[src/hw/scg_pkg.sv]
// shared constants for the sleep-mode clock gate bank
package scg_pkg;

  // ------------------------------------------------------------
  // bus and register map
  // ------------------------------------------------------------
  localparam int unsigned SCG_DATA_W = 32;
  localparam int unsigned SCG_ADDR_W = 12;
  localparam logic [31:0] SCG_SYSCTL_BASE = 32'h400f_e000;
  localparam logic [11:0] SCG_OFF_RUN_CFG = 12'h060;
  localparam logic [11:0] SCG_OFF_RUN_GATE = 12'h104;
  localparam logic [11:0] SCG_OFF_SLEEP_GATE = 12'h114;
  localparam logic [11:0] SCG_OFF_DEEP_GATE = 12'h124;
  localparam logic [11:0] SCG_OFF_IRQ_STATUS = 12'h200;
  localparam logic [11:0] SCG_OFF_IRQ_MASK = 12'h204;

  // ------------------------------------------------------------
  // field layout and reset values
  // ------------------------------------------------------------
  localparam logic [31:0] SCG_GATE_RESET = 32'h0000_0000;
  localparam logic [31:0] SCG_GATE_WMASK = 32'h070f_5137;
  localparam int unsigned SCG_AUTO_GATING_BIT = 0;
  localparam logic [31:0] SCG_RUN_CFG_WMASK = 32'h0000_0001;
  localparam logic [31:0] SCG_RUN_CFG_RESET = 32'h0000_0000;
  localparam int unsigned SCG_IRQ_W = 2;
  localparam int unsigned SCG_IRQ_FAULT = 0;
  localparam int unsigned SCG_IRQ_SRC_CHANGE = 1;
  localparam logic [1:0] SCG_IRQ_RESET = 2'h0;

  // gate bit positions of the units
  localparam int unsigned SCG_BIT_COMPARATOR_2 = 26;
  localparam int unsigned SCG_BIT_COMPARATOR_0 = 24;
  localparam int unsigned SCG_BIT_GP_COUNTER_3 = 19;
  localparam int unsigned SCG_BIT_GP_COUNTER_0 = 16;
  localparam int unsigned SCG_BIT_TWO_WIRE_1 = 14;
  localparam int unsigned SCG_BIT_TWO_WIRE_0 = 12;
  localparam int unsigned SCG_BIT_QUAD_ENCODER_0 = 8;
  localparam int unsigned SCG_BIT_SYNC_SERIAL_1 = 5;
  localparam int unsigned SCG_BIT_SYNC_SERIAL_0 = 4;
  localparam int unsigned SCG_BIT_ASYNC_SERIAL_2 = 2;
  localparam int unsigned SCG_BIT_ASYNC_SERIAL_0 = 0;

  // ------------------------------------------------------------
  // gating source
  // ------------------------------------------------------------
  typedef enum logic [2:0] {
    SCG_SRC_RUN = 3'b001,
    SCG_SRC_SLEEP = 3'b010,
    SCG_SRC_DEEP = 3'b100
  } scg_src_t;

endpackage

[src/hw/scg_enable_switch.sv]
// selects the gating source and registers the unit clock enables
`timescale 1ns/1ps
`default_nettype none
module scg_enable_switch
  import scg_pkg::*;
#(
  parameter int unsigned WIDTH = 32
) (
  input wire logic pclk,
  input wire logic presetn,
  input wire logic [WIDTH-1:0] run_gate,
  input wire logic [WIDTH-1:0] sleep_gate,
  input wire logic [WIDTH-1:0] deep_gate,
  input wire logic auto_gating,
  input wire logic sleep_active,
  input wire logic deep_sleep_active,
  output logic [WIDTH-1:0] clk_en_q,
  output logic src_change_q
);

  scg_src_t src_d, src_q;
  logic [WIDTH-1:0] clk_en_d;
  logic src_change_d;

  // ------------------------------------------------------------
  // source choice
  // ------------------------------------------------------------
  always_comb begin
    if (auto_gating && deep_sleep_active) begin
      src_d = SCG_SRC_DEEP;
    end else if (auto_gating && sleep_active) begin
      src_d = SCG_SRC_SLEEP;
    end else begin
      src_d = SCG_SRC_RUN;
    end
    // enables change only at an edge, so units never see a runt pulse
    unique case (src_d)
      SCG_SRC_SLEEP: clk_en_d = sleep_gate;
      SCG_SRC_DEEP: clk_en_d = deep_gate;
      SCG_SRC_RUN: clk_en_d = run_gate;
    endcase
    src_change_d = (src_d != src_q);
  end

  always_ff @(posedge pclk or negedge presetn) begin
    if (!presetn) begin
      src_q <= SCG_SRC_RUN;
      clk_en_q <= '0;
      src_change_q <= 1'b0;
    end else begin
      src_q <= src_d;
      clk_en_q <= clk_en_d;
      src_change_q <= src_change_d;
    end
  end

endmodule
`default_nettype wire

[src/hw/scg_fault_check.sv]
// answers unit accesses with a fault when the unit is unclocked
`timescale 1ns/1ps
`default_nettype none
module scg_fault_check #(
  parameter int unsigned WIDTH = 32,
  parameter int unsigned IDX_W = 5
) (
  input wire logic pclk,
  input wire logic presetn,
  input wire logic [WIDTH-1:0] clk_en,
  input wire logic unit_access_valid,
  input wire logic [IDX_W-1:0] unit_access_idx,
  output logic unit_done_q,
  output logic unit_fault_q
);

  logic unit_done_d;
  logic unit_fault_d;

  // every gate bit must be reachable by an index
  if (WIDTH > (1 << IDX_W)) begin : g_bad_idx_w
    $error("index too narrow for gate width");
  end

  always_comb begin
    unit_done_d = unit_access_valid;
    unit_fault_d = 1'b0;
    if (unit_access_valid) begin
      // out-of-range or unclocked unit both fault
      if (32'(unit_access_idx) >= WIDTH) begin
        unit_fault_d = 1'b1;
      end else begin
        unit_fault_d = !clk_en[unit_access_idx];
      end
    end
  end

  always_ff @(posedge pclk or negedge presetn) begin
    if (!presetn) begin
      unit_done_q <= 1'b0;
      unit_fault_q <= 1'b0;
    end else begin
      unit_done_q <= unit_done_d;
      unit_fault_q <= unit_fault_d;
    end
  end

endmodule
`default_nettype wire

[src/hw/scg_gate_bank.sv]
// apb register bank for run, sleep and deep-sleep clock gating
`timescale 1ns/1ps
`default_nettype none

// Summary of operation
// - sleep gate register at offset 0x114
// - set bit clocks unit, clear stops it
// - access to unclocked unit gives bus fault
// - register resets to zero, all unclocked
// - sleep values apply only during sleep
// - sleep values need auto gating bit set
// - bits 26:24 gate comparators 2..0
// - bits 19:16 gate timers 3..0
// - bits 14 and 12 gate two-wire units
// - bit 8 gates quadrature encoder 0
// - reserved bits read zero, ignore writes
// - bits 5:4 sync serial, 2:0 async
module scg_gate_bank
  import scg_pkg::*;
#(
  parameter int unsigned GATE_W = 32,
  parameter int unsigned IDX_W = 5
) (
  input wire logic pclk,
  input wire logic presetn,
  input wire logic psel,
  input wire logic penable,
  input wire logic pwrite,
  input wire logic [SCG_ADDR_W-1:0] paddr,
  input wire logic [SCG_DATA_W-1:0] pwdata,
  output logic [SCG_DATA_W-1:0] prdata,
  output logic pready,
  output logic pslverr,
  input wire logic sleep_active,
  input wire logic deep_sleep_active,
  output logic [GATE_W-1:0] unit_clk_en,
  input wire logic unit_access_valid,
  input wire logic [IDX_W-1:0] unit_access_idx,
  output logic unit_done,
  output logic unit_fault,
  output logic irq
);

  // ------------------------------------------------------------
  // elaboration checks
  // ------------------------------------------------------------
  // gate words are bus words, one bit per unit
  if (GATE_W != SCG_DATA_W) begin : g_bad_gate_w
    $error("gate width must equal bus width");
  end

  // ------------------------------------------------------------
  // register selection
  // ------------------------------------------------------------
  localparam int unsigned N_REG = 6;
  localparam int unsigned SEL_RUN_CFG = 0;
  localparam int unsigned SEL_RUN_GATE = 1;
  localparam int unsigned SEL_SLEEP_GATE = 2;
  localparam int unsigned SEL_DEEP_GATE = 3;
  localparam int unsigned SEL_IRQ_STATUS = 4;
  localparam int unsigned SEL_IRQ_MASK = 5;
  // gate words follow select order, so word g answers to select SEL_RUN_GATE + g
  localparam int unsigned N_GATE = 3;
  localparam int unsigned G_RUN = 0;
  localparam int unsigned G_SLEEP = 1;
  localparam int unsigned G_DEEP = 2;

  // ------------------------------------------------------------
  // state
  // ------------------------------------------------------------
  logic [31:0] run_cfg_q, run_cfg_d;
  logic [31:0] gate_word [N_GATE];
  logic [SCG_IRQ_W-1:0] irq_status_q, irq_status_d;
  logic [SCG_IRQ_W-1:0] irq_mask_q, irq_mask_d;
  logic [31:0] prdata_q, prdata_d;
  logic pready_q, pready_d;
  logic pslverr_q, pslverr_d;
  logic irq_q, irq_d;
  logic [GATE_W-1:0] clk_en_w;
  logic src_change_w;
  logic fault_w;
  logic done_w;

  // ------------------------------------------------------------
  // address decode
  // ------------------------------------------------------------
  function automatic logic [N_REG-1:0] reg_sel(input logic [SCG_ADDR_W-1:0] a);
    reg_sel = '0;
    reg_sel[SEL_RUN_CFG] = (a == SCG_OFF_RUN_CFG);
    reg_sel[SEL_RUN_GATE] = (a == SCG_OFF_RUN_GATE);
    reg_sel[SEL_SLEEP_GATE] = (a == SCG_OFF_SLEEP_GATE);
    reg_sel[SEL_DEEP_GATE] = (a == SCG_OFF_DEEP_GATE);
    reg_sel[SEL_IRQ_STATUS] = (a == SCG_OFF_IRQ_STATUS);
    reg_sel[SEL_IRQ_MASK] = (a == SCG_OFF_IRQ_MASK);
  endfunction

  function automatic logic [31:0] gate_write(input logic [31:0] old, input logic [31:0] wd);
    // reserved bits stay zero whatever software writes
    gate_write = (wd & SCG_GATE_WMASK) | (old & ~SCG_GATE_WMASK);
  endfunction

  logic [N_REG-1:0] sel;
  logic setup_phase;
  logic access_done;
  logic wr_en;
  logic rd_en;

  always_comb begin
    sel = reg_sel(paddr);
    setup_phase = psel && !penable;
    access_done = psel && penable && pready_q;
    wr_en = access_done && pwrite && !pslverr_q;
    rd_en = access_done && !pwrite && !pslverr_q;
  end

  // ------------------------------------------------------------
  // apb handshake: registered, one wait-free access phase
  // ------------------------------------------------------------
  always_comb begin
    pready_d = setup_phase;
    // unmapped offsets answer with an error and leave every register alone
    pslverr_d = setup_phase && !(|sel);
  end

  always_ff @(posedge pclk or negedge presetn) begin
    if (!presetn) begin
      pready_q <= 1'b0;
      pslverr_q <= 1'b0;
    end else begin
      pready_q <= pready_d;
      pslverr_q <= pslverr_d;
    end
  end

  // ------------------------------------------------------------
  // read data: captured in setup, shown in the access cycle only
  // ------------------------------------------------------------
  always_comb begin
    prdata_d = '0;
    if (setup_phase && !pwrite) begin
      unique if (sel[SEL_RUN_CFG]) begin
        prdata_d = run_cfg_q;
      end else if (sel[SEL_RUN_GATE]) begin
        prdata_d = gate_word[G_RUN];
      end else if (sel[SEL_SLEEP_GATE]) begin
        prdata_d = gate_word[G_SLEEP];
      end else if (sel[SEL_DEEP_GATE]) begin
        prdata_d = gate_word[G_DEEP];
      end else if (sel[SEL_IRQ_STATUS]) begin
        prdata_d = 32'(irq_status_q);
      end else if (sel[SEL_IRQ_MASK]) begin
        prdata_d = 32'(irq_mask_q);
      end else begin
        prdata_d = '0;
      end
    end
  end

  always_ff @(posedge pclk or negedge presetn) begin
    if (!presetn) begin
      prdata_q <= '0;
    end else begin
      prdata_q <= prdata_d;
    end
  end

  // ------------------------------------------------------------
  // run configuration and interrupt mask
  // ------------------------------------------------------------
  always_comb begin
    run_cfg_d = run_cfg_q;
    irq_mask_d = irq_mask_q;
    if (wr_en && sel[SEL_RUN_CFG]) begin
      run_cfg_d = pwdata & SCG_RUN_CFG_WMASK;
    end
    if (wr_en && sel[SEL_IRQ_MASK]) begin
      irq_mask_d = pwdata[SCG_IRQ_W-1:0];
    end
  end

  always_ff @(posedge pclk or negedge presetn) begin
    if (!presetn) begin
      run_cfg_q <= SCG_RUN_CFG_RESET;
      irq_mask_q <= SCG_IRQ_RESET;
    end else begin
      run_cfg_q <= run_cfg_d;
      irq_mask_q <= irq_mask_d;
    end
  end

  // ------------------------------------------------------------
  // gating registers: run, sleep and deep-sleep words alike
  // ------------------------------------------------------------
  for (genvar g = 0; g < N_GATE; g++) begin : g_gate
    logic [31:0] word_q, word_d;

    always_comb begin
      word_d = word_q;
      // comparators, timers, two-wire, encoder, serial units
      if (wr_en && sel[SEL_RUN_GATE + g]) begin
        word_d = gate_write(word_q, pwdata);
      end
    end

    always_ff @(posedge pclk or negedge presetn) begin
      if (!presetn) begin
        word_q <= SCG_GATE_RESET;
      end else begin
        word_q <= word_d;
      end
    end

    assign gate_word[g] = word_q;
  end

  // ------------------------------------------------------------
  // source switch and fault check
  // ------------------------------------------------------------
  scg_enable_switch #(
    .WIDTH(GATE_W)
  ) u_switch (
    .pclk(pclk),
    .presetn(presetn),
    .run_gate(gate_word[G_RUN]),
    .sleep_gate(gate_word[G_SLEEP]),
    .deep_gate(gate_word[G_DEEP]),
    .auto_gating(run_cfg_q[SCG_AUTO_GATING_BIT]),
    .sleep_active(sleep_active),
    .deep_sleep_active(deep_sleep_active),
    .clk_en_q(clk_en_w),
    .src_change_q(src_change_w)
  );

  scg_fault_check #(
    .WIDTH(GATE_W),
    .IDX_W(IDX_W)
  ) u_fault (
    .pclk(pclk),
    .presetn(presetn),
    .clk_en(clk_en_w),
    .unit_access_valid(unit_access_valid),
    .unit_access_idx(unit_access_idx),
    .unit_done_q(done_w),
    .unit_fault_q(fault_w)
  );

  // ------------------------------------------------------------
  // interrupt: sticky status, cleared by read, set wins
  // ------------------------------------------------------------
  logic status_rd;
  logic [SCG_IRQ_W-1:0] irq_set;

  always_comb begin
    status_rd = rd_en && sel[SEL_IRQ_STATUS];
    irq_set = '0;
    irq_set[SCG_IRQ_FAULT] = fault_w;
    irq_set[SCG_IRQ_SRC_CHANGE] = src_change_w;
  end

  for (genvar s = 0; s < SCG_IRQ_W; s++) begin : g_status
    logic bit_q, bit_d;

    always_comb begin
      // an event in the clearing cycle must not be lost
      bit_d = (bit_q && !status_rd) || irq_set[s];
    end

    always_ff @(posedge pclk or negedge presetn) begin
      if (!presetn) begin
        bit_q <= SCG_IRQ_RESET[s];
      end else begin
        bit_q <= bit_d;
      end
    end

    assign irq_status_q[s] = bit_q;
    assign irq_status_d[s] = bit_d;
  end

  always_comb begin
    irq_d = |(irq_status_d & irq_mask_d);
  end

  always_ff @(posedge pclk or negedge presetn) begin
    if (!presetn) begin
      irq_q <= 1'b0;
    end else begin
      irq_q <= irq_d;
    end
  end

  // ------------------------------------------------------------
  // outputs
  // ------------------------------------------------------------
  always_comb begin
    prdata = prdata_q;
    pready = pready_q;
    pslverr = pslverr_q;
    unit_clk_en = clk_en_w;
    unit_done = done_w;
    unit_fault = fault_w;
    irq = irq_q;
  end

endmodule
`default_nettype wire

[config.mk]
export PLATFORM = sky130hd
export DESIGN_NAME = scg_gate_bank
export DESIGN_NICKNAME = d
export VERILOG_FILES = /design/src/hw/scg_pkg.sv /design/src/hw/scg_enable_switch.sv /design/src/hw/scg_fault_check.sv /design/src/hw/scg_gate_bank.sv
export SDC_FILE = /design/constraint.sdc
export NUM_CORES = 1
export LEC_CHECK = 0
export ABC_AREA = 1
export BUFFER_PORTS_ARGS = -buffer_cell sky130_fd_sc_hd__buf_2
export CAP_MARGIN = 20
export CORE_AREA = 2 2 96 98
export DETAILED_ROUTE_END_ITERATION = 16
export DIE_AREA = 0 0 98 100
export MAX_ROUTING_LAYER = met4
export PLACE_DENSITY = 0.79
export SLEW_MARGIN = 20
export SYNTH_ARGS = -nofsm -noshare
export SYNTH_HDL_FRONTEND = slang
export SYNTH_SLANG_ARGS = --single-unit
export TNS_END_PERCENT = 5
[constraint.sdc]
create_clock -name pclk -period 1.8 [get_ports pclk]
set_clock_uncertainty 0.1 [all_clocks]
set_input_delay 0 -clock pclk [delete_from_list [all_inputs] [get_ports pclk]]
set_output_delay 0 -clock pclk [all_outputs]
set_load 0.02 [all_outputs]
Word-level counts from Yosys, hierarchy flattened
Cells that the tools add are included.
{ "totals": {"regBits": 174, "elab_cells": 74, "romBits": 0, "memories": 0, "latch_bits": 0, "out_inout_bits": 69, "mem_bits_rw": 0} }
{ "classes": {"div": 0, "shift": 0, "n_mul": 0, "magnitude_cmp": 1, "add_sub_neg": 0, "eq_ne": 10, "muxes": 14, "n_reduce_logical": 29, "bitwise": 4} }
{ "ops": {"columns": ["cell", "count"], "rows": [
  ["32-bit 2-to-1 mux", 5],
  ["27-bit by 32-bit bitwise OR with 32-bit output", 3],
  ["32-bit one-hot mux with 3 select lines", 1],
  ["12-bit by 9-bit == test with 1-bit output (second input constant)", 3],
  ["12-bit by 10-bit == test with 1-bit output (second input constant)", 2],
  ["1-bit logical AND", 19],
  ["12-bit by 7-bit == test with 1-bit output (second input constant)", 1],
  ["2-bit 2-to-1 mux", 4],
  ["1-bit logical NOT", 6],
  ["5-bit by 6-bit < comparator with 1-bit output (second input constant)", 1],
  ["6-bit OR reduction", 1],
  ["1-bit binary-select mux with 5-bit select", 1],
  ["3-bit by 1-bit == test with 1-bit output (second input constant)", 1],
  ["3-bit by 2-bit == test with 1-bit output (second input constant)", 1],
  ["3-bit == test (second input constant)", 1],
  ["3-bit 2-to-1 mux", 1],
  ["3-bit inequality test", 1],
  ["2-bit AND", 1],
  ["1-bit logical OR", 2],
  ["1-bit 2-to-1 mux", 2],
  ["2-bit OR reduction", 1]
]} }

Depth between registers and ports, before layout
{ "depth": {"ltp_word": 10, "depth_mapped": 10, "ltp_nobuf": 10} }

Hierarchy
A second synthesis with hierarchy kept.
{ "unflattened": {"cells_unflattened": 681, "area_unflattened_um2": 5356.4} }
{ "modules_own_cells": {"columns": ["module", "instances", "cells_per_inst", "area_per_inst_um2", "seq_area_each_um2"], "rows": [
  ["scg_gate_bank", 1, 391, 3328.2, 1726.7],
  ["scg_enable_switch", 1, 191, 1546.5, 902.1],
  ["scg_fault_check", 1, 99, 481.7, 50.0]
]} }

Worst setup path after synthesis
No wires, ideal clock.
{ "synth_path": {"path_type": "flip-flop to flip-flop", "start": "reg pready_q (netlist: pready)", "end": "reg g_gate[1].word_q[12]", "setup_ns": 0.077, "synth_period_minus_slack_ns": 1.498, "path_stages_with_launch": 8, "n_path_buf": 1, "t_required_ns": 1.623, "path_slack_ns": 0.302, "arrival_time_ns": 1.321, "cell_sequence": "dfrtp_1 and3_1 nand3b_1 inv_2 nand3_1 clkbuf_1 nand2_1 o21ai_1"} }
{ "synth_via": {"elab_chain_cells": 4} }
{ "synth_rtl": {"columns": ["element", "line_no", "source"], "rows": [
  ["start: declaration", "scg_gate_bank.sv:76", "logic pready_q, pready_d;"],
  ["start signal: assignment", "scg_gate_bank.sv:130", "pready_q <= pready_d;"],
  ["1-bit logical AND", "scg_gate_bank.sv:111", "access_done = psel && penable && pready_q;"],
  ["1-bit logical AND (2 in a row)", "scg_gate_bank.sv:112", "wr_en = access_done && pwrite && !pslverr_q;"],
  ["1-bit logical AND", "scg_gate_bank.sv:200", "if (wr_en && sel[SEL_RUN_GATE + g]) begin"],
  ["end signal: assignment", "scg_gate_bank.sv:209", "word_q <= word_d;"],
  ["end: declaration", "scg_gate_bank.sv:195", "logic [31:0] word_q, word_d;"]
]} }
No other way between the ends.
A chain may end at the register's enable or synchronous reset.

Worst setup path after layout
{ "layout_path": {"start": "reg run_cfg_q[0]", "end": "reg u_switch.src_change_q"} }
{ "layout_via": {"elab_chain_cells": 4, "word_cells_on_any_way": 5} }
{ "layout_rtl": {"columns": ["element", "line_no", "source"], "rows": [
  ["start: declaration", "scg_gate_bank.sv:71", "logic [31:0] run_cfg_q, run_cfg_d;"],
  ["start signal: assignment", "scg_gate_bank.sv:186", "run_cfg_q <= run_cfg_d;"],
  ["1-bit logical AND", "scg_enable_switch.sv:31", "end else if (auto_gating && sleep_active) begin"],
  ["2-bit 2-to-1 mux", "scg_enable_switch.sv:31", null],
  ["3-bit 2-to-1 mux *", "scg_enable_switch.sv:29", "if (auto_gating && deep_sleep_active) begin"],
  ["named net u_switch.src_d[1]", "scg_enable_switch.sv:21", "scg_src_t src_d, src_q;"],
  ["3-bit inequality test *", "scg_enable_switch.sv:42", "src_change_d = (src_d != src_q);"],
  ["named net u_switch.src_change_d", "scg_enable_switch.sv:23", "logic src_change_d;"],
  ["end signal: assignment", "scg_enable_switch.sv:53", "src_change_q <= src_change_d;"],
  ["end: declaration", "scg_enable_switch.sv:18", "output logic src_change_q"]
]} }
Mark *: on every way through the listed nets, which the timed path passes. The rest lies on a longest branch.

==> impl_summary.log <==
[metrics] Final Hold Viols: 0
[metrics] Starting Density: about 51%
[metrics] Setup crit start kind: register
[metrics] Tot Pwr: around 3.7 mW
[metrics] Die Ht: approximately 100 um
[metrics] final max-slew violation count: 0
[metrics] final design area excluding fillers: between 5000 and 6000 um^2
[metrics] setup tns final: 0 ps
[metrics] TritonCTS clock tree: built
[metrics] startpoint of the lowest-slack register-to-register path: run_cfg_q[0]
[metrics] Ys Warns: 0
[metrics] Max stage delay cell, worst path: sky130_fd_sc_hd__dlygate4sd3_1
[metrics] Worst Hold Launch: unit_access_idx[2]
[metrics] worst r2r path cells: 6
[metrics] cell area after technology mapping: ~4500 um^2
[metrics] ratio of routed vias to standard cells: slightly above 5
[metrics] area of the multi-input gates: roughly 1600 um^2
[metrics] number of inserted filler cells in the final layout: approximately 740
[metrics] antenna-violating nets left: 0
[metrics] hpwl dp: 7260 um
[metrics] via count of the first global-routing pass: 3592
[metrics] area fraction of the dominant cell type after synthesis: 50.7%
[metrics] full die area: around 9800 um^2
[metrics] endpoint of the lowest-slack register-to-register path: u_switch.src_change_q
[metrics] part of the Yosys area used for sequential elements: approximately half
[metrics] sink count of the clock tree: 92
[metrics] I/O pin count: 126
[metrics] number of H-tree branching levels: 3
[metrics] average cell area after synthesis: ~8.5 um^2
[metrics] remaining design rule violation count: 0
[metrics] instance count along the most critical hold path: 6
[metrics] Yosys cell types: 36
[metrics] final routed wirelength across all metal layers: ~11000 um
[metrics] data required time at the worst endpoint: between 1500 and 2000 ps
[metrics] max-cap violations: 0
[metrics] area inside the core boundary: just under 9000 um^2
[metrics] Congestion Overflow GR: 0
[metrics] upper clock frequency limit: around 0.57 GHz
[metrics] width of the die: a little under 100 um
[metrics] share of cells above drive strength 1: between 20 and 30%
[metrics] slack of the critical path: 58.8 ps
[metrics] peak fanout along the critical path: 4
[metrics] count of inserted antenna diode cells: 0
[metrics] most area-consuming cells after synthesis: sky130_fd_sc_hd__dfrtp_1, sky130_fd_sc_hd__nand2_1, sky130_fd_sc_hd__buf_4
[metrics] Final Hold Slack: between 40 and 50 ps
[metrics] power per cell area: roughly 680 nW/um^2
[metrics] input/output buffers: roughly 110
[metrics] Endpoint, Worst Hold: u_fault.unit_fault_q
[metrics] total number of vias: slightly below 4k
[metrics] Max Root-Sink Buffers: 2
[metrics] kind of capture point of the worst setup path: register
[metrics] Finish-stage setup viols: 0
[metrics] post-layout min period: 1740 ps
[metrics] post-synthesis register bit count: 92
[metrics] worst-case headroom to the max-slew limit: between 60% and 70%
[metrics] register area: 2300 um^2
[metrics] number of nets in the finished design: about 690
[metrics] weighted congestion reported at the end of routability-driven placement: ~0.92
[metrics] Cell Area, Placed: about 5000 um^2
[metrics] Arrival @ worst endpoint: about 1900 ps
[metrics] area added between synthesis and finish: 20.5%
[metrics] hold crit path type: input port to register
[metrics] # rows: 35
[metrics] source-to-sink clock delay at the later pin of the worst-skew pair: between 300 and 400 ps
[metrics] worst slack at placement: 317 ps
[metrics] cell type with the largest total area after synthesis: sky130_fd_sc_hd__dfrtp_1
[metrics] sequence of cells on the critical path: nand2_1, nor2_2, dlygate4sd3_1, buf_4, xnor2_1, nand4_1
[metrics] number of buffers created by CTS: 9
[metrics] maximum ir drop on the vdd rail: approximately 0.34 mV
[metrics] maximum number of pins on one net before global-route repair: 93
[metrics] Root Driver: sky130_fd_sc_hd__clkbuf_8
[metrics] result of the run: finished clean
[metrics] average wire per cell in the routed design: between 10 and 15 um
[metrics] First-pass DRT Iterations: 5
[metrics] clock edge transition at the registers on the reported setup and hold paths: 90 ps
[metrics] drt initial violations: ~270
[metrics] R2R Setup Slk: 60 ps
[metrics] Mapped Cells: 527
[metrics] Slowest Stage Delay on Critical Path: between 500 and 600 ps
[metrics] wire length of the first global-routing pass: about 17000 um
[metrics] number of antenna violations at the first check in global routing: 0
[metrics] Worst-Margin Slew: 548 ps
[metrics] Leak: between 2 and 3 nW
[metrics] final clock period utilization by the worst path: a little over nine tenths
[metrics] Total Routing Usage GR: a little under a quarter
[metrics] critical path class: register to register
-- per-layer routing --
metal	track usage, %	share of wire [%]
met3	2.92	7.4
met1	30.7	42
met2	35.3	48
met4	9.19	2.6
met5	-	0
-- cell usage in the layout, fill, tap and decap left out, types with 10 or more instances in the layout --
master and n:
sky130_fd_sc_hd__a21oi_1 11, sky130_fd_sc_hd__nor2_1 14, sky130_fd_sc_hd__dfrtp_1 91, sky130_fd_sc_hd__nand2_1 155, sky130_fd_sc_hd__o21ai_1 23, sky130_fd_sc_hd__dlygate4sd3_1 26
sky130_fd_sc_hd__a21oi_2 10, sky130_fd_sc_hd__inv_1 58, sky130_fd_sc_hd__o21ai_2 14, sky130_fd_sc_hd__nand3_1 21, sky130_fd_sc_hd__buf_2 107, sky130_fd_sc_hd__o21ai_0 30
sky130_fd_sc_hd__o211ai_1 15
-- report_power, final --
part / switching (mW) / leakage (nW) / internal [mW]
sequential: 0.0109 / 1.25 / 2.08
clock: 0.725 / 0.0898 / 0.507
combinational: 0.237 / 1.42 / 0.139
total: 0.973 / 2.75 / 2.73
-- cells in the mapped netlist --
master	instances
sky130_fd_sc_hd__nor2_2	7
sky130_fd_sc_hd__nand2_2	3
sky130_fd_sc_hd__conb_1	1
sky130_fd_sc_hd__nor2_4	1
sky130_fd_sc_hd__o21ai_2	14
sky130_fd_sc_hd__buf_6	2
sky130_fd_sc_hd__buf_2	8
sky130_fd_sc_hd__and3_1	2
sky130_fd_sc_hd__nor2_8	1
sky130_fd_sc_hd__nor3_4	1
sky130_fd_sc_hd__o211ai_1	15
sky130_fd_sc_hd__o21bai_1	2
sky130_fd_sc_hd__clkbuf_1	4
sky130_fd_sc_hd__a21oi_1	11
sky130_fd_sc_hd__xnor2_1	1
sky130_fd_sc_hd__o21ai_1	23
sky130_fd_sc_hd__nand2_4	1
sky130_fd_sc_hd__nand3b_1	2
sky130_fd_sc_hd__buf_1	1
sky130_fd_sc_hd__dfrtp_1	91
sky130_fd_sc_hd__nor4_1	1
sky130_fd_sc_hd__xor2_1	1
sky130_fd_sc_hd__dfstp_2	1
sky130_fd_sc_hd__nand3_1	21
sky130_fd_sc_hd__inv_2	3
sky130_fd_sc_hd__nor2_1	15
sky130_fd_sc_hd__a21oi_2	10
sky130_fd_sc_hd__buf_4	34
sky130_fd_sc_hd__o221ai_1	2
sky130_fd_sc_hd__nor3_1	1
sky130_fd_sc_hd__a21boi_0	1
sky130_fd_sc_hd__inv_1	58
sky130_fd_sc_hd__nand4_1	2
sky130_fd_sc_hd__or2_2	1
sky130_fd_sc_hd__nand2_1	155
sky130_fd_sc_hd__o21ai_0	30
-- state kept, by name (all words and copies together) (netlist names) --
name                   flops
pready                     1
prdata                    17
g_status.bit_q             2
g_gate.word_q             45
irq                        1
u_fault.unit_fault_q       1
run_cfg_q                  1
u_fault.unit_done_q        1
irq_mask_q                 2
u_switch.src_q             3
u_switch.clk_en_q         16
pslverr                    1
u_switch.src_change_q      1
-- stage by stage --
step                      util [%]  std cells
final                         60.9        752
after global routing          60.9        752
after CTS                     60.8        751
after detailed placement      55.9        709
after global placement        55.9        709
after floorplan                  -        529
-- logic make-up after synthesis --
group                     after synthesis  share of synthesized area (%)
DFF                                    92                           51.2
and+or+nand+nor                       214                           20.5
buffers and inverters                 110                           12.6
other                                   1                         0.0834
AOI/OAI and AO/OA                     108                           15.2
xor gates and xnor gates                2                          0.390
-- critical path, delay by kind of cell, from the launching register on --
family	cells	cell delay, ps
XOR/XNOR	1	100
buffers and inverters	2	690
AND/OR/NAND/NOR	3	330
flip-flops	1	410
-- worst max path at each step --
stage	to	slack [ps]	cells after the start	start
finish	u_switch.src_change_q	60	6	run_cfg_q[0]
global route	u_switch.src_change_q	-20	6	run_cfg_q[0]
CTS	u_switch.src_change_q	100	6	run_cfg_q[0]
detailed placement	prdata[4]	320	8	paddr[11]
global placement	u_switch.clk_en_q[1]	330	4	run_cfg_q[0]
floorplan	g_gate[1].word_q[12]	300	7	pready
-- final cells by class --
cell class              instances  area share (%)
repair buffers                145            17.3
well taps                     111            2.56
flip-flops and latches         92            42.5
inverters                      61            4.23
clock inverters                 7           0.901
multi-input cells             327            30.2
clock buffers                   9            2.29
-- timing repair --
item,4_1_cts,5_1_grt
endpoints found under the hold margin,152,0
setup endpoints to repair,0,1
buffers inserted,0,1
hold buffers,26,0
resized for setup,0,1
(Power assumes the default switching activity.)
